--- src/hdl/cfm_pkg.sv ---
package cfm_pkg;

  // register byte offsets
  localparam logic [7:0] CTRL_OFS  = 8'h00;
  localparam logic [7:0] DIVN_OFS  = 8'h04;
  localparam logic [7:0] GLEN_OFS  = 8'h08;
  localparam logic [7:0] STAT_OFS  = 8'h0c;
  localparam logic [7:0] REVT_OFS  = 8'h10;
  localparam logic [7:0] RTB_OFS   = 8'h14;
  localparam logic [7:0] ISTAT_OFS = 8'h18;
  localparam logic [7:0] IMASK_OFS = 8'h1c;

  // control field positions
  localparam int CTRL_EN_BIT   = 0;
  localparam int CTRL_MODE_LSB = 1;
  localparam int CTRL_TB_LSB   = 3;
  localparam int CTRL_AVG_BIT  = 5;
  localparam int CTRL_EXTG_BIT = 6;
  localparam int CTRL_W        = 7;

  // status field positions
  localparam int STAT_EMPTY_BIT = 16;
  localparam int STAT_FULL_BIT  = 17;
  localparam int STAT_HOVF_BIT  = 18;

  // interrupt bits
  localparam int IRQ_RES_BIT = 0;
  localparam int IRQ_OVF_BIT = 1;
  localparam int IRQ_OVR_BIT = 2;
  localparam int IRQ_W       = 3;

  // reset values
  localparam logic [CTRL_W-1:0] CTRL_RST  = 7'h20;
  localparam logic [31:0]       DIVN_RST  = 32'h0000_0032;
  localparam logic [31:0]       GLEN_RST  = 32'h0000_4e20;
  localparam logic [IRQ_W-1:0]  IMASK_RST = 3'h0;

  // timebases
  localparam int CLK_HZ      = 20_000_000;
  localparam int TB_FAST_HZ  = 80_000_000;
  localparam int TB_SLOW_HZ  = 100_000;
  localparam int TB_FAST_STEP = TB_FAST_HZ / CLK_HZ;
  localparam int TB_SLOW_DIV  = CLK_HZ / TB_SLOW_HZ;

  typedef enum logic [1:0] {MODE_SC = 2'h0, MODE_ONE = 2'h1, MODE_HF = 2'h2, MODE_LR = 2'h3} cfm_mode_t;
  typedef enum logic [1:0] {TB_80M = 2'h0, TB_20M = 2'h1, TB_100K = 2'h2} cfm_tb_t;

  typedef struct packed {
    logic      ext_gate;
    logic      frequency_averaging_enable;
    cfm_tb_t   tb;
    cfm_mode_t mode;
    logic      en;
  } cfm_ctrl_t;

  typedef struct packed {
    logic        ovf;
    logic [31:0] evt;
    logic [31:0] tb;
  } cfm_res_t;

  localparam int RES_W = 65;

endpackage

--- src/hdl/cfm_fifo_mem.sv ---
`timescale 1ns/1ps
module cfm_fifo_mem #(
  parameter int W  = 65,
  parameter int AW = 4
) (
  // clock
  input  wire logic          aclk,
  input  wire logic          ce,
  // write side
  input  wire logic          we,
  input  wire logic [AW-1:0] waddr,
  input  wire logic [W-1:0]  wdata,
  // read side
  input  wire logic [AW-1:0] raddr,
  output logic      [W-1:0]  rdata_q
);
  logic [W-1:0] mem [2**AW];

  always_ff @(posedge aclk)
  begin
    if (ce && we)
    begin
      mem[waddr] <= wdata;
    end
  end

  always_ff @(posedge aclk)
  begin
    if (ce)
    begin
      rdata_q <= mem[raddr];
    end
  end
endmodule

--- src/hdl/cfm_freq_meas.sv ---
// The AXI4-Lite register port and the register offsets were decided locally.
`timescale 1ns/1ps
module cfm_freq_meas #(
  parameter int FIFO_AW = 4
) (
  // clock and reset
  input  wire logic        aclk,
  input  wire logic        aresetn,
  input  wire logic        ce,
  // measurement pins
  input  wire logic        meas_in,
  input  wire logic        gate_in,
  input  wire logic        sample_in,
  // axi4-lite write
  input  wire logic [7:0]  awaddr,
  input  wire logic        awvalid,
  output logic             awready,
  input  wire logic [31:0] wdata,
  input  wire logic [3:0]  wstrb,
  input  wire logic        wvalid,
  output logic             wready,
  output logic [1:0]       bresp,
  output logic             bvalid,
  input  wire logic        bready,
  // axi4-lite read
  input  wire logic [7:0]  araddr,
  input  wire logic        arvalid,
  output logic             arready,
  output logic [31:0]      rdata,
  output logic [1:0]       rresp,
  output logic             rvalid,
  input  wire logic        rready,
  // interrupt
  output logic             irq
);
  typedef enum {ST_IDLE, ST_WAIT, ST_RUN} cfm_st_t;

  cfm_pkg::cfm_ctrl_t          ctrl_q;
  logic [31:0]                 divn_q, glen_q, a_q, b_q, p_q, per_q;
  logic [cfm_pkg::IRQ_W-1:0]   istat_q, imask_q;
  logic [2:0]                  ms_q, gs_q, ss_q;
  logic [7:0]                  presc_q;
  logic                        have_q, ok_q, push_q;
  cfm_pkg::cfm_res_t           res_q, head;
  cfm_st_t                     st_q;
  logic [FIFO_AW:0]            wp_q, rp_q;
  logic [cfm_pkg::RES_W-1:0]   mem_rd;
  logic                        aw_have_q, w_have_q;
  logic [7:0]                  awa_q;
  logic [31:0]                 wd_q;
  logic [3:0]                  ws_q;

  function automatic logic [31:0] tb_step(cfm_pkg::cfm_tb_t sel, logic slow_tick);
    case (sel)
      cfm_pkg::TB_80M:  tb_step = 32'(cfm_pkg::TB_FAST_STEP);
      cfm_pkg::TB_20M:  tb_step = 32'h1;
      cfm_pkg::TB_100K: tb_step = {31'h0, slow_tick};
      default:          tb_step = 32'h0;
    endcase
  endfunction

  function automatic logic [31:0] strb_merge(logic [31:0] old, logic [31:0] nw, logic [3:0] s);
    for (int i = 0; i < 4; i++)
    begin
      if (s[i])
      begin
        old[8*i +: 8] = nw[8*i +: 8];
      end
    end
    strb_merge = old;
  endfunction

  // pin synchronisers
  always_ff @(posedge aclk)
  begin
    if (!aresetn)
    begin
      ms_q <= 3'h0;
      gs_q <= 3'h0;
      ss_q <= 3'h0;
    end
    else if (ce)
    begin
      ms_q <= {ms_q[1:0], meas_in};
      gs_q <= {gs_q[1:0], gate_in};
      ss_q <= {ss_q[1:0], sample_in};
    end
  end

  logic sig_rise, gate_rise, gate_fall, smp_rise, slow_tick;
  logic [31:0] tb_inc, nb;
  assign sig_rise  = ms_q[1] && !ms_q[2];
  assign gate_rise = gs_q[1] && !gs_q[2];
  assign gate_fall = !gs_q[1] && gs_q[2];
  assign smp_rise  = ss_q[1] && !ss_q[2];
  assign slow_tick = (presc_q == 8'(cfm_pkg::TB_SLOW_DIV - 1));
  assign tb_inc    = tb_step(ctrl_q.tb, slow_tick);
  assign nb        = b_q + tb_inc;

  // 100 khz timebase prescaler
  always_ff @(posedge aclk)
  begin
    if (!aresetn)
    begin
      presc_q <= 8'h00;
    end
    else if (ce)
    begin
      presc_q <= slow_tick ? 8'h00 : presc_q + 8'h01;
    end
  end

  // counter pair a (events) and b (timebase) sequencing
  always_ff @(posedge aclk)
  begin
    if (!aresetn)
    begin
      st_q   <= ST_IDLE;
      a_q    <= 32'h0;
      b_q    <= 32'h0;
      p_q    <= 32'h0;
      per_q  <= 32'h0;
      have_q <= 1'b0;
      ok_q   <= 1'b0;
      push_q <= 1'b0;
      res_q  <= '0;
    end
    else if (ce)
    begin
      push_q <= 1'b0;
      case (st_q)
        ST_IDLE:
        begin
          have_q <= 1'b0;
          ok_q   <= 1'b0;
          if (ctrl_q.en)
          begin
            st_q <= ST_WAIT;
          end
        end
        ST_WAIT:
        begin
          a_q <= 32'h0;
          b_q <= 32'h0;
          p_q <= 32'h0;
          if (!ctrl_q.en)
          begin
            st_q <= ST_IDLE;
          end
          else if ((ctrl_q.mode == cfm_pkg::MODE_SC && smp_rise) ||
                   ((ctrl_q.mode == cfm_pkg::MODE_ONE || ctrl_q.mode == cfm_pkg::MODE_LR) && sig_rise) ||
                   (ctrl_q.mode == cfm_pkg::MODE_HF && (!ctrl_q.ext_gate || gate_rise)))
          begin
            st_q <= ST_RUN;
            // external gate: the rising-edge cycle already lies inside the gate
            if (ctrl_q.mode == cfm_pkg::MODE_HF && ctrl_q.ext_gate)
            begin
              a_q <= {31'h0, sig_rise};
              b_q <= tb_inc;
            end
          end
        end
        ST_RUN:
        begin
          if (!ctrl_q.en)
          begin
            st_q <= ST_IDLE;
          end
          else
          begin
            case (ctrl_q.mode)
              cfm_pkg::MODE_SC:
              begin
                p_q <= sig_rise ? tb_inc : p_q + tb_inc;
                if (smp_rise)
                begin
                  push_q    <= 1'b1;
                  res_q.ovf <= !ok_q;
                  if (!ok_q)
                  begin
                    res_q.evt <= 32'h0;
                    res_q.tb  <= 32'h0;
                  end
                  else if (ctrl_q.frequency_averaging_enable)
                  begin
                    res_q.evt <= a_q;
                    res_q.tb  <= b_q;
                  end
                  else
                  begin
                    res_q.evt <= 32'h1;
                    res_q.tb  <= per_q;
                  end
                  a_q  <= {31'h0, sig_rise};
                  b_q  <= tb_inc;
                  ok_q <= 1'b0;
                end
                else
                begin
                  a_q <= a_q + {31'h0, sig_rise};
                  b_q <= nb;
                end
                if (sig_rise)
                begin
                  have_q <= 1'b1;
                  if (have_q)
                  begin
                    per_q <= p_q;
                    ok_q  <= 1'b1;
                  end
                end
              end
              cfm_pkg::MODE_ONE:
              begin
                if (sig_rise)
                begin
                  push_q <= 1'b1;
                  res_q  <= '{ovf: 1'b0, evt: 32'h1, tb: b_q};
                  b_q    <= tb_inc;
                end
                else
                begin
                  b_q <= nb;
                end
              end
              cfm_pkg::MODE_HF:
              begin
                if (ctrl_q.ext_gate)
                begin
                  // counter a counts events and b the timebase, gate comes from the pin
                  if (gate_fall)
                  begin
                    push_q <= 1'b1;
                    res_q  <= '{ovf: 1'b0, evt: a_q, tb: b_q};
                    st_q   <= ST_WAIT;
                  end
                  else
                  begin
                    a_q <= a_q + {31'h0, sig_rise};
                    b_q <= nb;
                  end
                end
                else if (nb >= glen_q)
                begin
                  push_q <= 1'b1;
                  res_q  <= '{ovf: 1'b0, evt: a_q + {31'h0, sig_rise}, tb: glen_q};
                  a_q    <= 32'h0;
                  b_q    <= 32'h0;
                end
                else
                begin
                  a_q <= a_q + {31'h0, sig_rise};
                  b_q <= nb;
                end
              end
              default:
              begin
                if (sig_rise && (a_q + 32'h1 >= divn_q))
                begin
                  push_q <= 1'b1;
                  res_q  <= '{ovf: 1'b0, evt: a_q + 32'h1, tb: b_q};
                  a_q    <= 32'h0;
                  b_q    <= tb_inc;
                end
                else
                begin
                  a_q <= a_q + {31'h0, sig_rise};
                  b_q <= nb;
                end
              end
            endcase
          end
        end
        default:
        begin
          st_q <= ST_IDLE;
        end
      endcase
    end
  end

  // result fifo
  logic empty, full;
  logic [FIFO_AW:0] lvl;
  assign lvl   = wp_q - rp_q;
  assign empty = (wp_q == rp_q);
  assign full  = (wp_q[FIFO_AW] != rp_q[FIFO_AW]) && (wp_q[FIFO_AW-1:0] == rp_q[FIFO_AW-1:0]);
  assign head  = mem_rd;

  cfm_fifo_mem #(
    .W  (cfm_pkg::RES_W),
    .AW (FIFO_AW)
  ) u_mem (
    .aclk    (aclk),
    .ce      (ce),
    .we      (push_q && !full),
    .waddr   (wp_q[FIFO_AW-1:0]),
    .wdata   (res_q),
    .raddr   (rp_q[FIFO_AW-1:0]),
    .rdata_q (mem_rd)
  );

  logic rd_take, pop;
  assign rd_take = arvalid && arready;
  assign pop     = rd_take && (araddr == cfm_pkg::RTB_OFS) && !empty;

  always_ff @(posedge aclk)
  begin
    if (!aresetn)
    begin
      wp_q <= '0;
      rp_q <= '0;
    end
    else if (ce)
    begin
      if (push_q && !full)
      begin
        wp_q <= wp_q + 1'b1;
      end
      if (pop)
      begin
        rp_q <= rp_q + 1'b1;
      end
    end
  end

  // axi4-lite write channel
  logic do_wr, wr_hit;
  assign do_wr  = aw_have_q && w_have_q && !bvalid;
  assign wr_hit = (awa_q == cfm_pkg::CTRL_OFS) || (awa_q == cfm_pkg::DIVN_OFS) ||
                  (awa_q == cfm_pkg::GLEN_OFS) || (awa_q == cfm_pkg::IMASK_OFS);

  always_ff @(posedge aclk)
  begin
    if (!aresetn)
    begin
      awready   <= 1'b1;
      wready    <= 1'b1;
      aw_have_q <= 1'b0;
      w_have_q  <= 1'b0;
      awa_q     <= 8'h00;
      wd_q      <= 32'h0;
      ws_q      <= 4'h0;
      bvalid    <= 1'b0;
      bresp     <= 2'h0;
      ctrl_q    <= cfm_pkg::CTRL_RST;
      divn_q    <= cfm_pkg::DIVN_RST;
      glen_q    <= cfm_pkg::GLEN_RST;
      imask_q   <= cfm_pkg::IMASK_RST;
    end
    else if (ce)
    begin
      if (awvalid && awready)
      begin
        aw_have_q <= 1'b1;
        awready   <= 1'b0;
        awa_q     <= awaddr;
      end
      if (wvalid && wready)
      begin
        w_have_q <= 1'b1;
        wready   <= 1'b0;
        wd_q     <= wdata;
        ws_q     <= wstrb;
      end
      if (do_wr)
      begin
        aw_have_q <= 1'b0;
        w_have_q  <= 1'b0;
        bvalid    <= 1'b1;
        bresp     <= wr_hit ? 2'h0 : 2'h2;
        case (awa_q)
          cfm_pkg::CTRL_OFS:  ctrl_q  <= (cfm_pkg::CTRL_W)'(strb_merge(32'(ctrl_q), wd_q, ws_q));
          cfm_pkg::DIVN_OFS:  divn_q  <= strb_merge(divn_q, wd_q, ws_q);
          cfm_pkg::GLEN_OFS:  glen_q  <= strb_merge(glen_q, wd_q, ws_q);
          cfm_pkg::IMASK_OFS: imask_q <= (cfm_pkg::IRQ_W)'(strb_merge(32'(imask_q), wd_q, ws_q));
          default:            ;
        endcase
      end
      if (bvalid && bready)
      begin
        bvalid  <= 1'b0;
        awready <= 1'b1;
        wready  <= 1'b1;
      end
    end
  end

  // axi4-lite read channel and interrupt status
  logic [cfm_pkg::IRQ_W-1:0] iset;
  logic                      iclr;
  assign iset = {push_q && full, push_q && res_q.ovf, push_q};
  assign iclr = rd_take && (araddr == cfm_pkg::ISTAT_OFS);

  always_ff @(posedge aclk)
  begin
    if (!aresetn)
    begin
      arready <= 1'b1;
      rvalid  <= 1'b0;
      rdata   <= 32'h0;
      rresp   <= 2'h0;
      istat_q <= '0;
      irq     <= 1'b0;
    end
    else if (ce)
    begin
      istat_q <= (iclr ? '0 : istat_q) | iset;
      irq     <= |(istat_q & imask_q);
      if (rd_take)
      begin
        arready <= 1'b0;
        rvalid  <= 1'b1;
        rresp   <= 2'h0;
        case (araddr)
          cfm_pkg::CTRL_OFS:  rdata <= 32'(ctrl_q);
          cfm_pkg::DIVN_OFS:  rdata <= divn_q;
          cfm_pkg::GLEN_OFS:  rdata <= glen_q;
          cfm_pkg::STAT_OFS:  rdata <= {13'h0, head.ovf && !empty, full, empty, 16'(lvl)};
          cfm_pkg::REVT_OFS:  rdata <= head.evt;
          cfm_pkg::RTB_OFS:   rdata <= head.tb;
          cfm_pkg::ISTAT_OFS: rdata <= 32'(istat_q);
          cfm_pkg::IMASK_OFS: rdata <= 32'(imask_q);
          default:
          begin
            rdata <= 32'h0;
            rresp <= 2'h2;
          end
        endcase
      end
      if (rvalid && rready)
      begin
        rvalid  <= 1'b0;
        arready <= 1'b1;
      end
    end
  end

  logic sc_run;
  assign sc_run = (st_q == ST_RUN) && ctrl_q.en && (ctrl_q.mode == cfm_pkg::MODE_SC);
endmodule

--- config.mk ---
export PLATFORM = sky130hd
export DESIGN_NAME = cfm_freq_meas
export DESIGN_NICKNAME = d
export VERILOG_FILES = /design/src/hdl/cfm_pkg.sv /design/src/hdl/cfm_fifo_mem.sv /design/src/hdl/cfm_freq_meas.sv
export SDC_FILE = /design/constraint.sdc
export NUM_CORES = 2
export LEC_CHECK = 0
export ABC_CLOCK_PERIOD_IN_PS = 8760
export BUFFER_PORTS_ARGS = -buffer_cell sky130_fd_sc_hd__buf_2
export CAP_MARGIN = 20
export CELL_PAD_IN_SITES_DETAIL_PLACEMENT = 1
export CELL_PAD_IN_SITES_GLOBAL_PLACEMENT = 2
export CORE_ASPECT_RATIO = 1.2
export CORE_MARGIN = 2
export CORE_UTILIZATION = 46
export CTS_CLUSTER_DIAMETER = 200
export CTS_CLUSTER_SIZE = 28
export DETAILED_ROUTE_END_ITERATION = 7
export MAX_ROUTING_LAYER = met4
export PLACE_DENSITY = 0.78
export SYNTH_ARGS = -nofsm -noshare
export SYNTH_HDL_FRONTEND = slang
export SYNTH_HIERARCHICAL = 1
export SYNTH_SLANG_ARGS = --single-unit
--- constraint.sdc ---
create_clock -name aclk -period 8.76 [get_ports aclk]
set_input_delay 0.438 -clock aclk [delete_from_list [all_inputs] [get_ports aclk]]
set_output_delay 0.438 -clock aclk [all_outputs]
set_load 0.1 [all_outputs]
# Word-level counts from Yosys, hierarchy flattened
# Memories as Yosys holds them, arrays and structs flattened. A register that Yosys moved wholly into a read port is not among the register bits.
# Index checks and enable logic that the tools add are counted.
[totals]
register_bits = 420
mem_bits_rw = 1040
in_bits = 63
out_inout_bits = 42
wordCells = 266
mem_count = 1
[op_classes]
addsub = 8
magnitude_cmp = 2
eq_ne = 35
n_mux = 85
n_bitwise = 2
reduce_logical = 87
[memory_table]
columns = ["memory", "depth", "word_bits", "read_ports", "rd_ports_with_merged_regs", "write_ports", "line", "rtl"]
rows = [
  ["u_mem.mem", 16, 65, 1, 1, 1, "cfm_fifo_mem.sv:17", "logic [W-1:0] mem [2**AW];"],
]
[op_table]
columns = ["cell", "count"]
rows = [
  ["32-bit 2-to-1 mux", 26],
  ["65-bit 2-to-1 mux", 6],
  ["32-bit case mux with 3 select lines", 3],
  ["32-bit case mux with 8 select lines", 1],
  ["65-bit case mux with 3 select lines", 1],
  ["32-bit case mux with 2 select lines", 3],
  ["64-bit 2-to-1 mux", 2],
  ["32-bit adder", 2],
  ["32-bit greater-or-equal comparator", 2],
  ["4-bit AND reduction", 13],
  ["8-bit by 5-bit == test with 1-bit output, second input constant", 5],
  ["1-bit 2-to-1 mux", 35],
  ["32-bit by 1-bit adder with 32-bit output", 1],
  ["32-bit by 1-bit adder with 32-bit output, second input constant", 1],
  ["32-bit by 1-bit == test with 1-bit output, second input constant", 1],
  ["32-bit by 2-bit == test with 1-bit output, second input constant", 1],
  ["32-bit zero test", 1],
  ["1-bit logical AND", 25],
  ["8-bit by 4-bit == test with 1-bit output, second input constant", 3],
  ["2-bit AND reduction", 12],
  ["8-bit by 3-bit == test with 1-bit output, second input constant", 2],
  ["8-bit zero test", 2],
  ["2-bit nonzero test", 8],
  ["3-bit != test, second input constant", 5],
  ["29 further kinds", 58],
]

# Logic depth before layout (Yosys ltp)
[depth]
word_depth = 9
ltp_mapped = 24
ltp_nobuf = 21

# Modules after synthesis
# Netlist, hierarchy kept.
[by_module_without_submodules]
columns = ["mod", "n_inst", "cells_each", "area_each_um2"]
rows = [
  ["cfm_fifo_mem", 1, 1674, 40899.2],
  ["cfm_freq_meas", 1, 2480, 20464.6],
]

# Worst setup path before layout
# No wires, ideal clock.
[synth_path]
kind = "flip-flop to flip-flop"
start = "register wp_q[0]"
end = "memory u_mem.mem[0][0] (enable)"
arrival_time_ns = 6.141
required_time_ns = 8.192
setup_slack_ns = 2.051
path_stages_with_launch = 9
path_buffers = 0
period_less_slack_ns = 6.709
path_cell_list = "dfxtp_1 inv_1 ha_1 and4_1 nand2_1 and2_1 nand2_1 or3_1 nor3_1"
[synth_via]
elab_chain_cells = 7
[synth_lines]
columns = ["item", "line", "rtl"]
rows = [
  ["start, declared", "cfm_freq_meas.sv:46", "logic [FIFO_AW:0] wp_q, rp_q;"],
  ["start signal, assigned", "cfm_freq_meas.sv:318", "wp_q <= wp_q + 1'b1;"],
  ["4-bit == test", "cfm_freq_meas.sv:287", "assign full = (wp_q[FIFO_AW] != rp_q[FIFO_AW]) && (wp_q[FIFO_AW-1:0] == rp_q[FIFO_AW-1:0]);"],
  ["1-bit logical AND", "cfm_freq_meas.sv:287", ""],
  ["1-bit zero test", "cfm_freq_meas.sv:296", ".we (push_q && !full),"],
  ["1-bit logical AND", "cfm_freq_meas.sv:296", ""],
  ["1-bit logical AND", "cfm_fifo_mem.sv:21", "if (ce && we)"],
  ["1-bit 2-to-1 mux", "cfm_fifo_mem.sv:21", ""],
  ["1-bit 2-to-1 mux (not written as such)", "cfm_fifo_mem.sv:23", "mem[waddr] <= wdata;"],
  ["end, declared", "cfm_fifo_mem.sv:17", ""],
]
# Parallel ways exist; a longest one is shown, timed or not.

# Worst setup path after layout
[layout_path]
start = "register presc_q[3]"
end = "register res_q[61] in the netlist's numbering"
[layout_via]
elab_chain_cells = 6
[layout_lines]
columns = ["item", "line", "rtl"]
rows = [
  ["start, declared", "cfm_freq_meas.sv:42", "logic [7:0] presc_q;"],
  ["start signal, assigned", "cfm_freq_meas.sv:109", "presc_q <= slow_tick ? 8'h00 : presc_q + 8'h01;"],
  ["8-bit == test", "cfm_freq_meas.sv:96", "assign slow_tick = (presc_q == 8'(cfm_pkg::TB_SLOW_DIV - 1));"],
  ["3-bit case mux with 3 select lines", "cfm_freq_meas.sv:54", "case (sel)"],
  ["32-bit adder", "cfm_freq_meas.sv:98", "assign nb = b_q + tb_inc;"],
  ["32-bit greater-or-equal comparator", "cfm_freq_meas.sv:243", "else if (nb >= glen_q)"],
  ["3-bit by 2-bit != test with 1-bit output (no line)", "-", ""],
  ["8-bit AND reduction (no line)", "-", ""],
  ["end signal, assigned", "cfm_freq_meas.sv:234", "res_q <= '{ovf: 1'b0, evt: a_q, tb: b_q};"],
  ["end signal, assigned", "cfm_freq_meas.sv:246", "res_q <= '{ovf: 1'b0, evt: a_q + {31'h0, sig_rise}, tb: glen_q};"],
  ["end signal, assigned", "cfm_freq_meas.sv:261", "res_q <= '{ovf: 1'b0, evt: a_q + 32'h1, tb: b_q};"],
  ["end, declared", "cfm_freq_meas.sv:44", "cfm_pkg::cfm_res_t res_q, head;"],
]
# Every way passes these cells.
# A chain may end at the register's enable or synchronous reset.

==> results.cfg <==
[outcome]
status = finished, final reports clean

[setup_path]
worst_path_max_delay_cell = a31oi_4
crit_arrival_ns = 7.54
cp-end-kind = flop
cp_max_fo = 64
path_common_cell = ha_1
slowest_delay_ns = 0.77
cp_num_buf_inv = 2
crit_chain = nor4b_1 > nand3_1 > o22ai_1 > buf_4 > ha_1 > ha_1 > a21o_1 > nor2b_1 > and2_1 > and3_1 > and4_1 > and2_2 > xor2_1 > ha_1 > nand4_1 > nor4_1 > o211ai_1 > o211ai_1 > o21ai_0 > a31oi_4 > buf_12 > nor2_1 > a211oi_1
path_class = reg2reg
worstPathRequired_ns = 9.38
critical-path-top-delay-family = simple AND/OR/NAND/NOR gates
startpoint_type = flop

[clock_tree]
cts_tree = yes
htreeDepth = 2
cts_setup_buffers = 0
cts_sinks = 1493
ctsLongestPathBuffers = 3
clkLatencyLatePin_ns = 0.73
cts_buffers = 59
cts-root-buf = clkbuf_16
cts_resized = 0
path_clk_slew_ns = 0.12

[synth]
synth-async-reset-ratio_pct = 0
yosys.area.top_type_share_pct = 54.1
synthFlopType = edfxtp_1
synthCells = 4154
synth_cell_types = 87
postSynthAreaPerCell_um2 = 14.8
synth_seq_cells = 1493
synthTopCellsByArea = edfxtp_1 54%, dfxtp_1 13%, mux4_2 9.6%
synth_top_cell_by_area = edfxtp_1
synth_area_um2 = 61400
seq_area_frac_synth_pct = 66.7
synth_edf_count = 1105
ys_warn_count = 6

[floorplan]
initial_utilization_pct = 46.4
num_io_pins = 105
num_rows = 146
core-area_um2 = 132000
design.die.area_um2 = 136000
die_x_um = 337
die_y_um = 404

[routing]
drt_iter0_drc = 3646
wl_per_cell_um = 29.5
first_pass_iters = 7
drc = 0
vias = 36864
wirelength_um = 177000
antenna_left = 0
viasPerCell = 6.14

[timing]
rsz0062_at_grt = no
layout_setup_ws_ns = 1.84
fin_crit_sh_pct = 79.0
finalSetupTns_ns = 0
hold_violations = 0
worstMarginPinSlew_ns = 1.15
setup_viol = 0
relSlewSlack_pct = 23.5
drv_slew = 0
period_minus_slack_ns = 6.92
fmax_mhz = 144
skew_ns = 0.0403

[grt]
antenna_found_initial = 5
grt_pass1_vias = 37754
grt_usage_pct = 26.7
grt_pass1_wl_um = 259000
overflow = 0
grt_max_degree = 140

[job]
drv_cap = 0

[pwr]
seq_power_share_pct = 67.0
vdd_drop_max_mv = 0.170
p_comb_share_pct = 2.2
p_int_w = 0.00889
p_clk_share_pct = 30.8
power.total_w = 0.0113
power.density_nw_per_um2 = 171
p_leak_nw = 24.3
power.switching_w = 0.00236
p_sw_share_pct = 21.0

[place]
gp_congestion = 0.889
post-dp-hpwl_um = 114000
place_worst_setup_slack_ns = 1.88
numPortBuffers = 102
dpl_cell_area_um2 = 63600

[final_layout]
drive_above_1_share_pct = 14.6
final_util_pct = 49.8
nNetsFinal = 4328
multi_input_area_um2 = 18900
finish.instance_area_um2 = 65900
seqCellArea_um2 = 41000
fillers = 12928
area_growth_pct = 7.35

[hold_path]
hold_class = in2reg
placed cells by master, fill, tap and decap left out, types with 45 or more instances in the layout:
cell,count
a31oi_1,50
a21oi_1,158
dfxtp_1,386
ha_1,84
nand2_1,404
nand3_1,50
xor2_1,58
inv_1,88
nor3_1,50
edfxtp_1,1105
a22oi_1,203
xnor2_1,45
clkbuf_16,60
buf_4,80
nor2_1,264
dlygate4sd3_1,50
mux4_2,262
mux2i_1,91
buf_2,100
o21ai_0,118
sequential cells by signal (all words and copies together) (netlist names), 4 cells and up:
name / count
per_q: 32
ctrl_q: 7
wd_q: 32
res_q: 65
u_mem/mem: 1040
a_q: 32
ws_q: 4
divn_q: 32
rp_q: 5
u_mem/rdata_q: 65
wp_q: 5
rdata: 32
b_q: 32
awa_q: 8
glen_q: 32
p_q: 32
presc_q: 8
worst reg2reg max path, stage by stage, from the launching register on:
cell,delay [ns]
dfxtp_1,0.37
nor4b_1,0.36
nand3_1,0.21
o22ai_1,0.20
buf_4,0.20
ha_1,0.19
ha_1,0.18
a21o_1,0.14
nor2b_1,0.36
and2_1,0.31
and3_1,0.26
and4_1,0.38
and2_2,0.22
xor2_1,0.07
ha_1,0.30
nand4_1,0.16
nor4_1,0.73
o211ai_1,0.20
o211ai_1,0.20
o21ai_0,0.23
a31oi_4,0.77
buf_12,0.38
nor2_1,0.13
a211oi_1,0.28
metrics by stage:
step | cells | hold slack, ns
3_3_place_gp | 5845 | 0.443
5_1_grt | 6003 | 0.0584
3_5_place_dp | 5845 | 0.450
4_1_cts | 6002 | 0.00388
2_1_floorplan | 4155 | 0.436
6_report | 6006 | 0.0387
final timing paths:
path / from / slack [ns] / cells past startpoint / endpoint
worst max-delay path: presc_q[3] / 1.84 / 23 / res_q[61]
worst min-delay path: arvalid / 0.04 / 4 / arready
worst max register to register: presc_q[3] / 1.84 / 23 / res_q[61]
worst min register to register: rdata[0] / 0.46 / 2 / rdata[0]
Yosys cell counts, types with 50 or more instances:
master	number
a22oi_1	203
nor2_1	279
mux4_2	262
a21oi_1	158
buf_2	58
xor2_1	58
inv_1	89
clkbuf_1	153
mux2i_1	91
nor3_1	55
dfxtp_1	388
ha_1	84
nand2_1	404
a31oi_1	50
nand3_1	50
o21ai_0	119
edfxtp_1	1105
power groups by stage:
stage                logic, W  registers, W  clock network (W)
finish               0.000250       0.00754            0.00346
global route         0.000266       0.00755            0.00373
CTS                  0.000251       0.00754            0.00354
detailed placement   0.000231       0.00770                  0
global placement     0.000229       0.00770                  0
floorplan           0.0000847       0.00776                  0
cell type report:
cell class | count | share of cell area [%]
Sequential cell | 1493 | 62.2
Multi-Input combinational cell | 2303 | 28.7
Tap cell | 1776 | 3.37
Timing Repair Buffer | 234 | 2.55
Clock buffer | 104 | 2.53
Inverter | 89 | 0.519
Clock inverter | 3 | 0.106
Antenna cell | 4 | 0.0152
routing by layer:
metal  global-route usage, %  routed length [um]  vias up
met5                       -                   0        -
met4                    6.43                4890        0
li1                        -                   -    16061
met1                    36.5               76000    19388
met3                    2.50               10200      236
met2                    43.4               86200     1179
timing repair:
action	in CTS	in global routing
endpoints found under the hold margin	50	0
endpoints found under the setup margin	0	0
hold buffers	50	0
cell families (layout without fill, tap and decap cells):
logic type,count (synthesis),in the layout,share of synthesized area (%)
buffers and inverters,359,430,2.72
DFF,1493,1493,66.7
muxes,355,355,11.1
AOI/OAI and AO/OA,758,758,8.68
adders and majority gates,85,85,1.75
and+or+nand+nor,999,999,7.48
other,1,6,0.00611
xor gates and xnor gates,104,104,1.50
Note: power is estimated with default switching activity, not from simulation.
